**src/inc/ast_map.vh**
```
// register map, field positions, reset values and timing counts of the serial channel
`ifndef AST_MAP_VH
`define AST_MAP_VH
// register byte offsets
`define AST_CTL0_OFF    8'h00
`define AST_OPT0_OFF    8'h04
`define AST_STR_OFF     8'h08
`define AST_RX_OFF      8'h0c
`define AST_TX_OFF      8'h10
`define AST_BRG_OFF     8'h14
`define AST_EVT_OFF     8'h18
// primary control fields
`define AST_CTL0_PWR    7
`define AST_CTL0_TXE    6
`define AST_CTL0_RXE    5
`define AST_CTL0_DIR    4
`define AST_CTL0_PS1    3
`define AST_CTL0_PS0    2
`define AST_CTL0_CL     1
`define AST_CTL0_SL     0
`define AST_CTL0_RST    8'h01
// option control fields
`define AST_OPT0_TDL    1
`define AST_OPT0_RDL    0
`define AST_OPT0_RST    8'h14
// status fields
`define AST_STR_TSF     7
`define AST_STR_PE      2
`define AST_STR_FE      1
`define AST_STR_OVE     0
// data register reset values
`define AST_TX_RST      8'hff
`define AST_RX_RST      8'hff
// baud tick divider: base clocks per bit
`define AST_BRG_RST     16'h0010
// parity modes
`define AST_PAR_NONE    2'h0
`define AST_PAR_ZERO    2'h1
`define AST_PAR_ODD     2'h2
`define AST_PAR_EVEN    2'h3
// axi responses
`define AST_RESP_OKAY   2'h0
`define AST_RESP_SLVERR 2'h2
`endif

```
**src/hw/ast_rx_filter.v**
```verilog
// receive input synchroniser and two-sample noise filter
`timescale 1ns/1ps
module ast_rx_filter (
   // clock and reset
   input  wire aclk,
   input  wire aresetn,
   // raw pin and filtered level
   input  wire pin_in,
   input  wire invert,
   output reg  level_r
);
   reg sync1_r;
   reg sync2_r;
   reg sync3_r;

   // three stages; the level moves only when stages two and three agree, so one-clock glitches die here
   always @(posedge aclk) begin
      if (!aresetn) begin
         sync1_r <= 1'b1;
         sync2_r <= 1'b1;
         sync3_r <= 1'b1;
         level_r <= 1'b1;
      end else begin
         sync1_r <= pin_in;
         sync2_r <= sync1_r;
         sync3_r <= sync2_r;
         if (sync2_r == sync3_r)
            level_r <= sync3_r ^ invert;
      end
   end
endmodule

```
**src/hw/ast_serial_channel.v**
```verilog
// asynchronous serial transceiver channel with axi4-lite register slave
// What this block does
// - serial output idles high once the power bit is set
// - writing transmit data while transmit enabled starts a framed transmission
// - load shift register, pulse buffer-empty request, then shift the frame out
// - power then receive enable puts receiver into start-bit wait
// - falling edge starts sampling; start accepted only if low at mid-bit
// - stop bit copies shift register to receive data; overrun discards data
// - parity or framing errors still run to first stop bit, then error request
// - receiver checks only one stop bit
// - receive-complete and receive-error requests never raised together
// - frame format chosen by length, parity, stop length and bit order
// - parity, framing and overrun flags set on their causes
// - even parity makes total ones even; odd total is an error
// - odd parity makes total ones odd; even total is an error
// - zero parity sends zero and never checks
// - no parity sends none, expects none, never errors
// - input filtered; level changes after two equal samples
// - internal receive path lags the pin by four clocks
// - invert bit complements the transmit waveform
// - seven-bit data lands in bits 6..0 or 7..1 by bit order
// - error flags cleared by writing zero or when power or receive off
//
// Implementation choices: the address map and register access over AXI4-Lite.
`timescale 1ns/1ps
`include "ast_map.vh"
module ast_serial_channel (
   // clock and reset
   input  wire        aclk,
   input  wire        aresetn,
   // axi4-lite write address
   input  wire [7:0]  s_axi_awaddr,
   input  wire        s_axi_awvalid,
   output reg         s_axi_awready,
   // axi4-lite write data
   input  wire [31:0] s_axi_wdata,
   input  wire [3:0]  s_axi_wstrb,
   input  wire        s_axi_wvalid,
   output reg         s_axi_wready,
   // axi4-lite write response
   output reg  [1:0]  s_axi_bresp,
   output reg         s_axi_bvalid,
   input  wire        s_axi_bready,
   // axi4-lite read address
   input  wire [7:0]  s_axi_araddr,
   input  wire        s_axi_arvalid,
   output reg         s_axi_arready,
   // axi4-lite read data
   output reg  [31:0] s_axi_rdata,
   output reg  [1:0]  s_axi_rresp,
   output reg         s_axi_rvalid,
   input  wire        s_axi_rready,
   // serial pins
   input  wire        serial_in_pin,
   output reg         serial_out_pin,
   // request pulses
   output reg         tx_buffer_empty_request,
   output reg         rx_complete_request,
   output reg         rx_error_request
);
   localparam TX_IDLE = 3'b001;
   localparam TX_LOAD = 3'b010;
   localparam TX_SHIFT = 3'b100;
   localparam RX_WAIT = 3'b001;
   localparam RX_START = 3'b010;
   localparam RX_DATA = 3'b100;

   reg [7:0]  ctl0_r;
   reg [7:0]  opt0_r;
   reg [15:0] brg_r;
   reg [7:0]  txd_r;
   reg [7:0]  rxd_r;
   reg        tx_full_r;
   reg        tsf_r;
   reg        pe_r;
   reg        fe_r;
   reg        ove_r;
   reg        rx_unread_r;
   reg [15:0] tx_div_r;
   reg [2:0]  tx_st_r;
   reg [10:0] tx_sh_r;
   reg [3:0]  tx_cnt_r;
   reg        tx_line_r;
   reg [2:0]  rx_st_r;
   reg [15:0] rx_div_r;
   reg [3:0]  rx_cnt_r;
   reg [8:0]  rx_sh_r;
   reg        rx_prev_r;
   reg [7:0]  aw_addr_r;
   reg        aw_have_r;
   reg [31:0] w_data_r;
   reg [3:0]  w_strb_r;
   reg        w_have_r;
   wire       rx_level;

   wire pwr = ctl0_r[`AST_CTL0_PWR];
   wire txe = ctl0_r[`AST_CTL0_TXE];
   wire rxe = ctl0_r[`AST_CTL0_RXE];
   wire msb_first = ctl0_r[`AST_CTL0_DIR];
   wire [1:0] pmode = ctl0_r[`AST_CTL0_PS1:`AST_CTL0_PS0];
   wire len8 = ctl0_r[`AST_CTL0_CL];
   wire rx_on = pwr & rxe;

   // register index decode, shared by reads and writes
   function [6:0] dec;
      input [7:0] a;
      begin
         dec = {a == `AST_EVT_OFF, a == `AST_BRG_OFF, a == `AST_TX_OFF, a == `AST_RX_OFF,
                a == `AST_STR_OFF, a == `AST_OPT0_OFF, a == `AST_CTL0_OFF};
      end
   endfunction

   // even parity of the active character bits
   function par8;
      input [7:0] d;
      input       l8;
      begin
         par8 = ^d[6:0] ^ (l8 & d[7]);
      end
   endfunction

   ast_rx_filter u_filt (
      .aclk    (aclk),
      .aresetn (aresetn),
      .pin_in  (serial_in_pin),
      .invert  (opt0_r[`AST_OPT0_RDL]),
      .level_r (rx_level)
   );

   // write channel: address and data accepted in either order, response after both
   wire       wr_go = aw_have_r & w_have_r & ~s_axi_bvalid;
   wire [6:0] wsel = dec(aw_addr_r);
   wire       wr_b0 = wr_go & w_strb_r[0];
   wire       tx_wr = wr_b0 & wsel[4];
   wire       str_wr = wr_b0 & wsel[2];
   wire       rd_go = s_axi_arvalid & s_axi_arready;
   wire [6:0] rsel = dec(s_axi_araddr);
   wire       rx_rd = rd_go & rsel[3];

   always @(posedge aclk) begin
      if (!aresetn) begin
         s_axi_awready <= 1'b1;
         s_axi_wready <= 1'b1;
         s_axi_bvalid <= 1'b0;
         s_axi_bresp <= `AST_RESP_OKAY;
         aw_have_r <= 1'b0;
         w_have_r <= 1'b0;
         aw_addr_r <= 8'h00;
         w_data_r <= 32'h00000000;
         w_strb_r <= 4'h0;
      end else begin
         if (s_axi_awvalid & s_axi_awready) begin
            aw_addr_r <= s_axi_awaddr;
            aw_have_r <= 1'b1;
            s_axi_awready <= 1'b0;
         end
         if (s_axi_wvalid & s_axi_wready) begin
            w_data_r <= s_axi_wdata;
            w_strb_r <= s_axi_wstrb;
            w_have_r <= 1'b1;
            s_axi_wready <= 1'b0;
         end
         if (wr_go) begin
            s_axi_bvalid <= 1'b1;
            s_axi_bresp <= (wsel == 7'h00) ? `AST_RESP_SLVERR : `AST_RESP_OKAY;
            aw_have_r <= 1'b0;
            w_have_r <= 1'b0;
         end
         if (s_axi_bvalid & s_axi_bready) begin
            s_axi_bvalid <= 1'b0;
            s_axi_awready <= 1'b1;
            s_axi_wready <= 1'b1;
         end
      end
   end

   // read channel: one read at a time, data one cycle after the address
   always @(posedge aclk) begin
      if (!aresetn) begin
         s_axi_arready <= 1'b1;
         s_axi_rvalid <= 1'b0;
         s_axi_rdata <= 32'h00000000;
         s_axi_rresp <= `AST_RESP_OKAY;
      end else if (rd_go) begin
         s_axi_arready <= 1'b0;
         s_axi_rvalid <= 1'b1;
         s_axi_rresp <= (rsel == 7'h00) ? `AST_RESP_SLVERR : `AST_RESP_OKAY;
         case (1'b1)
            rsel[0]: s_axi_rdata <= {24'h000000, ctl0_r};
            rsel[1]: s_axi_rdata <= {24'h000000, opt0_r};
            rsel[2]: s_axi_rdata <= {24'h000000, tsf_r, 4'h0, pe_r, fe_r, ove_r};
            rsel[3]: s_axi_rdata <= {24'h000000, rxd_r};
            rsel[4]: s_axi_rdata <= {24'h000000, txd_r};
            rsel[5]: s_axi_rdata <= {16'h0000, brg_r};
            rsel[6]: s_axi_rdata <= {29'h00000000, tx_full_r, rx_unread_r, rx_level};
            default: s_axi_rdata <= 32'h00000000;
         endcase
      end else if (s_axi_rvalid & s_axi_rready) begin
         s_axi_rvalid <= 1'b0;
         s_axi_arready <= 1'b1;
      end
   end

   // control registers; low byte lane only, except the divider high byte on lane one
   always @(posedge aclk) begin
      if (!aresetn) begin
         ctl0_r <= `AST_CTL0_RST;
         opt0_r <= `AST_OPT0_RST;
         brg_r <= `AST_BRG_RST;
      end else begin
         if (wr_b0 & wsel[0])
            ctl0_r <= w_data_r[7:0];
         if (wr_b0 & wsel[1])
            opt0_r <= w_data_r[7:0];
         if (wr_go & wsel[5]) begin
            if (w_strb_r[0])
               brg_r[7:0] <= w_data_r[7:0];
            if (w_strb_r[1])
               brg_r[15:8] <= w_data_r[15:8];
         end
      end
   end

   // transmitter: baud tick from divider, frame built at load time
   wire       tx_tick = (tx_div_r == 16'h0001);
   wire [7:0] tx_ord = msb_first ? (len8 ? {txd_r[0], txd_r[1], txd_r[2], txd_r[3], txd_r[4],
                        txd_r[5], txd_r[6], txd_r[7]} : {1'b0, txd_r[0], txd_r[1], txd_r[2],
                        txd_r[3], txd_r[4], txd_r[5], txd_r[6]}) : txd_r;
   wire       tx_pbit = (pmode == `AST_PAR_EVEN) ? par8(txd_r, len8) :
                        (pmode == `AST_PAR_ODD) ? ~par8(txd_r, len8) : 1'b0;
   wire [3:0] tx_bits = 4'd2 + (len8 ? 4'd8 : 4'd7) + ((pmode == `AST_PAR_NONE) ? 4'd0 : 4'd1)
                        + (ctl0_r[`AST_CTL0_SL] ? 4'd1 : 4'd0);
   wire [10:0] tx_frame = (pmode == `AST_PAR_NONE) ?
                          (len8 ? {2'b11, tx_ord, 1'b0} : {3'b111, tx_ord[6:0], 1'b0}) :
                          (len8 ? {1'b1, tx_pbit, tx_ord, 1'b0} : {2'b11, tx_pbit, tx_ord[6:0], 1'b0});

   always @(posedge aclk) begin
      if (!aresetn || !pwr || !txe) begin
         tx_st_r <= TX_IDLE;
         tx_div_r <= 16'h0000;
         tx_sh_r <= 11'h7ff;
         tx_cnt_r <= 4'h0;
         tx_line_r <= 1'b1;
         tx_full_r <= 1'b0;
         tsf_r <= 1'b0;
         tx_buffer_empty_request <= 1'b0;
      end else begin
         tx_buffer_empty_request <= 1'b0;
         tx_div_r <= tx_tick ? brg_r : tx_div_r - 16'h0001;
         if (tx_wr) begin
            tx_full_r <= 1'b1;
            tsf_r <= 1'b1;
         end
         case (tx_st_r)
            TX_IDLE: begin
               if (tx_full_r)
                  tx_st_r <= TX_LOAD;
            end
            TX_LOAD: begin
               tx_sh_r <= tx_frame;
               tx_cnt_r <= tx_bits;
               tx_full_r <= tx_wr;
               tx_buffer_empty_request <= 1'b1;
               tx_div_r <= brg_r;
               tx_line_r <= 1'b0;
               tx_st_r <= TX_SHIFT;
            end
            TX_SHIFT: begin
               if (tx_tick) begin
                  tx_sh_r <= {1'b1, tx_sh_r[10:1]};
                  tx_line_r <= tx_sh_r[1];
                  tx_cnt_r <= tx_cnt_r - 4'h1;
                  if (tx_cnt_r == 4'h1) begin
                     tx_line_r <= 1'b1;
                     tx_st_r <= TX_IDLE;
                     if (!tx_full_r && !tx_wr)
                        tsf_r <= 1'b0;
                  end
               end
            end
            default: tx_st_r <= TX_IDLE;
         endcase
      end
   end

   // pin driver: idle high with power on, complemented when asked
   always @(posedge aclk) begin
      if (!aresetn)
         serial_out_pin <= 1'b1;
      else
         serial_out_pin <= (pwr ? tx_line_r : 1'b1) ^ opt0_r[`AST_OPT0_TDL];
   end

   // transmit data register
   always @(posedge aclk) begin
      if (!aresetn)
         txd_r <= `AST_TX_RST;
      else if (tx_wr)
         txd_r <= w_data_r[7:0];
   end

   // receiver: frame length counts data, parity and one stop only
   wire       rx_half = (rx_div_r == {1'b0, brg_r[15:1]});
   wire       rx_tick = (rx_div_r == 16'h0001);
   wire [3:0] rx_need = (len8 ? 4'd8 : 4'd7) + ((pmode == `AST_PAR_NONE) ? 4'd0 : 4'd1) + 4'd1;
   wire [8:0] rx_al = (pmode == `AST_PAR_NONE) ? {rx_sh_r[8], rx_sh_r[8:1]} : rx_sh_r;
   wire [7:0] rx_raw = len8 ? rx_al[7:0] : {1'b0, rx_al[7:1]};
   wire       rx_pin = len8 ? rx_al[8] : rx_al[8];
   wire       rx_pbad = ((pmode == `AST_PAR_EVEN) & (par8(rx_raw, len8) ^ rx_pin)) |
                        ((pmode == `AST_PAR_ODD) & ~(par8(rx_raw, len8) ^ rx_pin));
   wire [7:0] rx_rev = {rx_raw[0], rx_raw[1], rx_raw[2], rx_raw[3], rx_raw[4], rx_raw[5], rx_raw[6], rx_raw[7]};
   // reversal alone lands seven-bit data in bits 7..1, since the unused raw top bit is zero
   wire [7:0] rx_byte = msb_first ? rx_rev : rx_raw;
   // a read in the same cycle as a frame end frees the register, so no overrun then
   wire       rx_held = rx_unread_r & ~rx_rd;

   always @(posedge aclk) begin
      if (!aresetn || !rx_on) begin
         rx_st_r <= RX_WAIT;
         rx_div_r <= 16'h0000;
         rx_cnt_r <= 4'h0;
         rx_sh_r <= 9'h000;
         rx_prev_r <= 1'b1;
         rx_complete_request <= 1'b0;
         rx_error_request <= 1'b0;
         pe_r <= 1'b0;
         fe_r <= 1'b0;
         ove_r <= 1'b0;
         rx_unread_r <= 1'b0;
      end else begin
         rx_complete_request <= 1'b0;
         rx_error_request <= 1'b0;
         rx_prev_r <= rx_level;
         rx_div_r <= rx_tick ? brg_r : rx_div_r - 16'h0001;
         if (rx_rd)
            rx_unread_r <= 1'b0;
         // written zeros clear flags; hardware sets below override
         if (str_wr) begin
            pe_r <= pe_r & w_data_r[`AST_STR_PE];
            fe_r <= fe_r & w_data_r[`AST_STR_FE];
            ove_r <= ove_r & w_data_r[`AST_STR_OVE];
         end
         case (rx_st_r)
            RX_WAIT: begin
               if (rx_prev_r && !rx_level) begin
                  rx_div_r <= brg_r;
                  rx_st_r <= RX_START;
               end
            end
            RX_START: begin
               if (rx_half) begin
                  if (rx_level) begin
                     rx_st_r <= RX_WAIT;
                  end else begin
                     rx_div_r <= brg_r;
                     rx_cnt_r <= rx_need;
                     rx_st_r <= RX_DATA;
                  end
               end
            end
            RX_DATA: begin
               if (rx_tick) begin
                  rx_cnt_r <= rx_cnt_r - 4'h1;
                  if (rx_cnt_r != 4'h1) begin
                     rx_sh_r <= {rx_level, rx_sh_r[8:1]};
                  end else begin
                     rx_st_r <= RX_WAIT;
                     if (rx_pbad)
                        pe_r <= 1'b1;
                     if (!rx_level)
                        fe_r <= 1'b1;
                     if (rx_held)
                        ove_r <= 1'b1;
                     else
                        rx_unread_r <= 1'b1;
                     if (rx_pbad || !rx_level || rx_held)
                        rx_error_request <= 1'b1;
                     else
                        rx_complete_request <= 1'b1;
                  end
               end
            end
            default: rx_st_r <= RX_WAIT;
         endcase
      end
   end

   // receive data register; overrun leaves it untouched, power off sets all ones
   always @(posedge aclk) begin
      if (!aresetn || !pwr)
         rxd_r <= `AST_RX_RST;
      else if (rx_on && rx_st_r == RX_DATA && rx_tick && rx_cnt_r == 4'h1 && !rx_held)
         rxd_r <= rx_byte;
   end
endmodule

```
**config.mk**
```make
export PLATFORM = sky130hd
export DESIGN_NAME = ast_serial_channel
export DESIGN_NICKNAME = d
export VERILOG_FILES = /design/src/hw/ast_rx_filter.v /design/src/hw/ast_serial_channel.v
export VERILOG_INCLUDE_DIRS = /design/src /design/src/inc
export SDC_FILE = /design/constraint.sdc
export NUM_CORES = 1
export LEC_CHECK = 0
export BUFFER_PORTS_ARGS = -buffer_cell sky130_fd_sc_hd__buf_2
export CORE_ASPECT_RATIO = 0.9
export CORE_MARGIN = 5
export CORE_UTILIZATION = 42
export CTS_BUF_LIST = sky130_fd_sc_hd__clkbuf_2
export CTS_CLUSTER_DIAMETER = 100
export DETAILED_ROUTE_END_ITERATION = 10
export PLACE_DENSITY_LB_ADDON = 0.25
export SLEW_MARGIN = 10
export SYNTH_ARGS = -nofsm -noshare
export SYNTH_HDL_FRONTEND = slang
export SYNTH_HIERARCHICAL = 1
export SYNTH_SLANG_ARGS = --single-unit
```
**constraint.sdc**
```tcl
create_clock -name aclk -period 3.3 [get_ports aclk]
set_input_delay 0.495 -clock aclk [delete_from_list [all_inputs] [get_ports aclk]]
set_output_delay 0.495 -clock aclk [all_outputs]
set_load 0.05 [all_outputs]
```
==> impl_results.md, run 1 <==
* Run status: completed
* Nets at 1207
* Startpoint types: flop
* Final hold vios at 0
* Total GRT Usage at approximately a fifth
* DP HPWL at about 16 mm
* Dominant cell type by area after synthesis: dfxtp_1
* Ys Warns at 6
* Layout cells sized above 1 at 12.5%
* Slew Viols, Final at 0
* Worst-Skew Late Latency at about 0.75 ns
* CTS root buf: clkbuf_2
* Ys async rst share at 0%
* Switching Share at 28.0%
* Worst endpoint data arrival time at between 3 and 4 ns
* Hold crit path type: in -> reg
* Post-cts sizing count at 0
* Syn Inst Count at approximately 1100
* First-pass detailed-route iteration total at 5
* CTS Sinks at around 180
* Commonest non-fill, non-tap cell in the layout: dfxtp_1
* Final wirelength at 23.2 mm
* Pwr dens at around 380 nW/um2
* Utilization after layout at between 40% and 50%
* Ys flop type: dfxtp_1
* Vias in the first global route at approximately 7300
* Worst setup EP type: flop
* Starting Density at ~43%
* Area contributors post-synth: dfxtp_1 (40%), nand2_1 (7.3%), mux2i_1 (6.5%)
* Final worst path period share at 79.1%
* Fmax at 383 MHz
* Largest net degree at the start of global routing at 100
* Flop pwr share at between 50% and 60%
* Mapped cell area at between 8000 and 9000 um2
* GRT overflow at 0
* Reg2Reg Setup Slack at 0.69 ns
* Antenna viol nets, final at 0
* Reg-to-reg startpoint: rx_div_r[5]
* RD Place Congestion at 0.892
* Syn Area/Cell at about 8.5 um2
* Die outline height at between 100 and 150 um
* Leakage at 4.29 nW
* Hold Buf Count CTS at 37
* CTS tree: yes
* Initial antenna violation count at 2
* Critical path type: reg -> reg
* #FFs+latches synth at about 180
* Number of unique standard cell types used by synthesis at 70
* Unrepaired setup endpoints after global routing: no
* I/O Pins at ~110
* Max Root-Sink Buffers at 2
* Cells on worst reg2reg path at 7
* Combinational share of power at between 7 and 8%
* Post-synth EDFFs at 0
* Port-buffer cells at 68
* Number of buffers created by CTS at 17
* Die W at approximately 160 um
* Core area at 20900 um2
* Max-Cap Viols at 0
* Layout Skew at around 0.041 ns
* Standard-cell rows at 50
* Clk pin slew, worst setup/hold paths at between 0.2 and 0.3 ns
* FF-to-FF End: rxd_r[1]
* Cell Int Power at about 2.8 mW
* Setup violations, final at 0
* Critical Path Sink: rxd_r[1]
* TNS Setup at 0 ns
* Worst Hold Depth at 3
* CP startpoint: rx_div_r[5]
* Worst slew margin at between 20% and 30%
* Worst-margin pin slew at approximately 1.1 ns
* Critical path peak fanout at 16
* Synth top area share at between 40 and 50%
* Power Total at about 3.8 mW
* Die ar. at ~24000 um2
* Tmin final at about 2.6 ns
* Routed vias at 7627
* Area Growth Syn to Fin at 13.3%
* Post-DR wirelength/cell at approximately 16 um
* Worst vdd ir at 0.243 mV
* Post-CTS Setup Bufs at 0
* Initial DRC Count at approximately 530
* H-Tree Depth at 4
* DRC at 0
* Sw Pwr at between 1 and 1.5 mW
* Most frequent cells in the layout: dfxtp_1 (179), nand2_1 (175), nor2_1 (90)
* Sequential fraction of the synthesis area at 40.0%
* Drt via density at approximately 5.3
* Global-route wire length before repair at approximately 38 mm
* CP required at between 3 and 4 ns
* HP Start: s_axi_araddr[4]
* Clock Power Share at between 30% and 40%
## synth_stat cells, types with 11 or more instances
cell type,n
ha_1,11
nor2b_1,26
mux2i_1,58
a21oi_1,29
xor2_1,16
nand3_1,22
o21ai_0,45
nor2_1,91
nor3_1,13
xnor2_1,42
inv_1,25
clkbuf_1,41
a211oi_1,41
o211ai_1,13
buf_4,19
a21boi_0,56
nand2_1,175
dfxtp_1,179
## layout make-up
class                      count  area (um2)
clock buffer                  17        85.1
fill                        2082       10800
multi-input combinational    790        4960
inverter                      26        97.6
antenna                        1        2.50
timing repair buffer         121         843
clock inverter                15         215
tap                          286         358
sequential                   179        3580
## routing by layer
metal	GRT usage [%]	part of all wire (%)	wire length, um
met5	0	0	0
met4	4.61	1.2	272
met3	4.07	5.2	1210
met2	30.1	44	10200
met1	27.8	50	11500
## power by group through the flow
| stage | sequential [mW] | combinational [mW] | clock [mW] |
|---|---|---|---|
| floorplan | 2.28 | 0.172 | 0 |
| global placement | 2.27 | 0.242 | 0 |
| detailed placement | 2.27 | 0.243 | 0 |
| CTS | 2.24 | 0.276 | 1.36 |
| global route | 2.24 | 0.304 | 1.46 |
| finish | 2.24 | 0.280 | 1.33 |
## worst min-delay path by stage
stage	to
2_1_floorplan	u_filt/sync2_r
3_3_place_gp	u_filt/sync2_r
3_5_place_dp	u_filt/sync2_r
4_1_cts	s_axi_rresp[1]
5_1_grt	s_axi_rresp[1]
6_report	s_axi_rresp[1]
## critical path, cell delays in order (launching register included)
cell,delay [ns]
dfxtp_1,0.42
nor4_1,0.56
nand2_1,0.15
or4_4,0.56
nor3_4,0.22
nand4_4,0.30
nand2_1,0.18
o211ai_2,0.09
## flip-flops by register name (all words and copies together) (netlist names), 2 cells and up
register and flops:
aw_addr_r 8, brg_r 16, ctl0_r 8, opt0_r 8, rx_cnt_r 4, rx_div_r 16
rx_sh_r 9, rx_st_r 3, rxd_r 8, s_axi_rdata 16, tx_cnt_r 4, tx_div_r 16
tx_sh_r 9, tx_st_r 3, txd_r 8, w_data_r 16, w_strb_r 2
## cell families after synthesis
family                   Yosys count  share of synthesized area (%)
buffers and inverters             98                           5.36
multiplexers                      61                           6.86
XOR/XNOR                          59                           5.92
AO/OA/AOI/OAI                    238                           18.8
flip-flops                       179                           40.0
adder cells (fa/ha/maj)           12                           1.76
other                              1                         0.0419
AND/OR/NAND/NOR                  402                           21.2
## metrics by stage
stage | hold WS (ns) | std cells | setup slack [ns] | instance area (um2)
floorplan | 0.385 | 1067 | 0.773 | 9020
finish | 0.176 | 1435 | 0.689 | 10100
CTS | 0.102 | 1434 | 0.688 | 10100
global placement | 0.401 | 1365 | 0.371 | 9470
global route | 0.0957 | 1435 | 0.435 | 10100
detailed placement | 0.406 | 1365 | 0.323 | 9470
Power figures use the tool's default switching activity.
==> run 2: changes to the inputs <==
--- a/config.mk
+++ b/config.mk
@@ -6,6 +6,7 @@
 export SDC_FILE = /design/constraint.sdc
 export NUM_CORES = 1
 export LEC_CHECK = 0
+export ABC_AREA = 1
 export BUFFER_PORTS_ARGS = -buffer_cell sky130_fd_sc_hd__buf_2
 export CORE_ASPECT_RATIO = 0.9
 export CORE_MARGIN = 5
==> constraint.sdc (replaced) <==
create_clock -name aclk -period 2.5 [get_ports aclk]
set_input_delay 0.375 -clock aclk [delete_from_list [all_inputs] [get_ports aclk]]
set_output_delay 0.375 -clock aclk [all_outputs]
set_load 0.05 [all_outputs]
==> impl_results.md, run 2 <==
* TNS Setup at 0 ns (unchanged)
* Max Root-Sink Buffers at 2 (unchanged)
* Sequential fraction of the synthesis area at 39.6% (was 40.0%)
* Total GRT Usage at 20.7% (was 19.4%)
* Hold Buf Count CTS at 38 (was 37)
* Layout cells sized above 1 at 12.1% (was 12.5%)
* DP Cell Count at 1630 (was 1365)
* Reg2Reg Setup Slack at 0.31 ns (was 0.69 ns)
* Final worst path period share at 87.5% (was 79.1%)
* Worst endpoint data arrival time at 2.86 ns (was 3.24 ns)
* Starting Density at 42.2% (was 42.9%)
* #FFs+latches synth at 179 (unchanged)
* Slew Viols, Final at 0 (unchanged)
* Most frequent cells in the layout: nand2_1 (255), dfxtp_1 (179), inv_1 (139) (was dfxtp_1 (179), nand2_1 (175), nor2_1 (90))
* Global-route wire length before repair at 40.5 mm (was 38.1 mm)
* Tmin final at 2.19 ns (was 2.61 ns)
* Final wirelength at 25.1 mm (was 23.2 mm)
* Port-buffer cells at 68 (unchanged)
* Standard-cell rows at 51 (was 50)
* Run status: completed (unchanged)
* Synth Area in Compound Gates at 20.0% (was 18.8%)
* Dominant cell type by area after synthesis: dfxtp_1 (unchanged)
* Met1 usage at 30.0% (was 27.8%)
* Setup violations, final at 0 (unchanged)
* Fmax at 457 MHz (was 383 MHz)
* Max-Cap Viols at 0 (unchanged)
* Critical path type: reg -> reg (unchanged)
* Critical path peak fanout at 15 (was 16)
* Die W at 165 um (was 164 um)
* Worst slew margin at 59.2% (was 24.3%)
* Worst vdd ir at 0.338 mV (was 0.243 mV)
* CTS root buf: clkbuf_2 (unchanged)
* Mapped cell area at 9040 um2 (was 8960 um2)
* Post-Synth Simple-Gate Area at 25.1% (was 21.2%)
* Synth Area in Adders at 1.74% (was 1.76%)
* Pwr dens at 499 nW/um2 (was 379 nW/um2)
* CTS Sinks at 179 (unchanged)
* GR peak layer: met2 (unchanged)
* Post-CTS Setup Bufs at 0 (unchanged)
* Area contributors post-synth: dfxtp_1 (40%), nand2_1 (11%), o21ai_0 (7.4%) (was dfxtp_1 (40%), nand2_1 (7.3%), mux2i_1 (6.5%))
* GRT overflow at 0 (unchanged)
* H-Tree Depth at 4 (unchanged)
* Startpoint types: flop (unchanged)
* Design Area, Final at 10400 um2 (was 10100 um2)
* Final hold vios at 0 (unchanged)
* Initial DRC Count at 569 (was 534)
* Layout Cells excl Fill at 1701 (was 1435)
* Number of buffers created by CTS at 17 (unchanged)
* Worst setup EP type: flop (unchanged)
* Routed vias at 8740 (was 7627)
* Syn Inst Count at 1287 (was 1050)
* Initial antenna violation count at 1 (was 2)
* First-pass detailed-route iteration total at 5 (unchanged)
* Core area at 21400 um2 (was 20900 um2)
* Layout Skew at 0.0366 ns (was 0.0411 ns)
* Leakage at 4.68 nW (was 4.29 nW)
* Nets at 1468 (was 1207)
* RD Place Congestion at 0.918 (was 0.892)
* Hold crit path type: in -> reg (unchanged)
* Synth Area in XOR/XNOR at 3.49% (was 5.92%)
* Power Total at 5.17 mW (was 3.84 mW)
* Clk pin slew, worst setup/hold paths at 0.24 ns (was 0.29 ns)
* Post-DP Area at 9690 um2 (was 9470 um2)
* Worst Hold Depth at 4 (was 3)
* I/O Pins at 105 (unchanged)
* Ys Warns at 6 (unchanged)
* GR Util met3 at 3.51% (was 4.07%)
* Syn Area/Cell at 7.03 um2 (was 8.53 um2)
* Post-DR wirelength/cell at 14.8 um (was 16.2 um)
* DP HPWL at 18.9 mm (was 16.4 mm)
* Post-cts sizing count at 0 (unchanged)
* Main combinational cell family by area after synthesis: simple AND/OR/NAND/NOR gates (unchanged)
* CTS tree: yes (unchanged)
* GRT met2 Usage at 32.8% (was 30.1%)
* Most numerous cell in the Yosys netlist: nand2_1 (was dfxtp_1)
* Worst-Skew Late Latency at 0.75 ns (about the same)
* Commonest non-fill, non-tap cell in the layout: nand2_1 (was dfxtp_1)
* Worst-margin pin slew at 0.612 ns (was 1.13 ns)
* Die outline height at 149 um (about the same)
* Mux cell area share after synthesis at 0% (was 6.86%)
* Largest net degree at the start of global routing at 65 (was 100)
* Area Growth Syn to Fin at 14.6% (was 13.3%)
* Ys async rst share at 0% (unchanged)
* CP required at 3.17 ns (was 3.93 ns)
* Antenna viol nets, final at 0 (unchanged)
* Synth top area share at 39.6% (was 40.0%)
* Post-synth EDFFs at 0 (unchanged)
* Post-synth top cells: nand2_1 (255), dfxtp_1 (179), inv_1 (139) (was dfxtp_1 (179), nand2_1 (175), nor2_1 (91))
* Cells on worst reg2reg path at 12 (was 7)
* DRC at 0 (unchanged)
* Die ar. at 24600 um2 (was 24300 um2)
* Ys flop type: dfxtp_1 (unchanged)
* Vias in the first global route at 7868 (was 7262)
* Number of unique standard cell types used by synthesis at 50 (was 70)
* Drt via density at 5.14 (was 5.31)
* Unrepaired setup endpoints after global routing: no (unchanged)
-- run 2: cell count changes in the layout (fill, tap and decap cells not counted), moves of 56 or more --
cell      before  now
a21boi_0      56    0
a21oi_1       29  126
inv_1         25  139
mux2i_1       58    0
nand2_1      175  255
o21ai_0       45  133
-- run 2: per-layer routing --
metal | part of all wire, % | up-vias
li1 | - | 4447
met1 | 48 | 4001
met2 | 45 | 274
met3 | 6.4 | 18
met4 | 0.89 | 0
met5 | 0 | -
-- run 2: worst paths after layout --
| check | from | to |
|---|---|---|
| setup reg to reg | ctl0_r[1] | rx_complete_request |
| setup / recovery | ctl0_r[1] | rx_complete_request |
| hold reg to reg | u_filt/sync1_r | u_filt/sync2_r |
| hold / removal | aresetn | aw_addr_r[5] |
-- run 2: per-stage QoR --
stage	worst slack [ns]	hold WS, ns	utilization (%)
finish	0.312	0.0759	48.3
global route	0.0671	0.0207	48.3
CTS	0.294	0.000614	48.3
detailed placement	0.361	0.394	45.2
global placement	0.387	0.390	45.2
floorplan	0.671	0.385	-
-- run 2: critical path, cell delays in order (launching register included) --
cell and delay (ns):
dfxtp_1 0.63, inv_1 0.35, nand3_1 0.18, nand2_1 0.10
nand2_1 0.13, nand2_2 0.06, nand2_1 0.05, nand2_1 0.06
nand2_1 0.07, nand3_1 0.09, nand3_1 0.14, nand3_2 0.10
nor2_1 0.16
-- run 2: report_power, final --
| part | leakage [nW] | internal, mW | total, mW | switching, mW |
|---|---|---|---|---|
| Clock | 0.173 | 0.683 | 1.73 | 1.05 |
| Combinational | 3.05 | 0.148 | 0.471 | 0.323 |
| Sequential | 1.45 | 2.92 | 2.97 | 0.0433 |
-- run 2: kinds of logic after synthesis --
kind of cell	Yosys count
AND/OR/NAND/NOR	519
AO/OA/AOI/OAI	328
buffers and inverters	212
flip-flops	179
XOR/XNOR	36
adder cells (fa/ha/maj)	12
other	1
-- run 2: layout make-up --
class | instances | area [um2]
clock buffers | 18 | 90.1
repair buffers | 135 | 938
fillers | 2195 | 11100
inverters | 150 | 563
well taps | 291 | 364
diodes | 2 | 5.00
clock inverters | 13 | 200
multi-input cells | 913 | 4620
flip-flops and latches | 179 | 3580
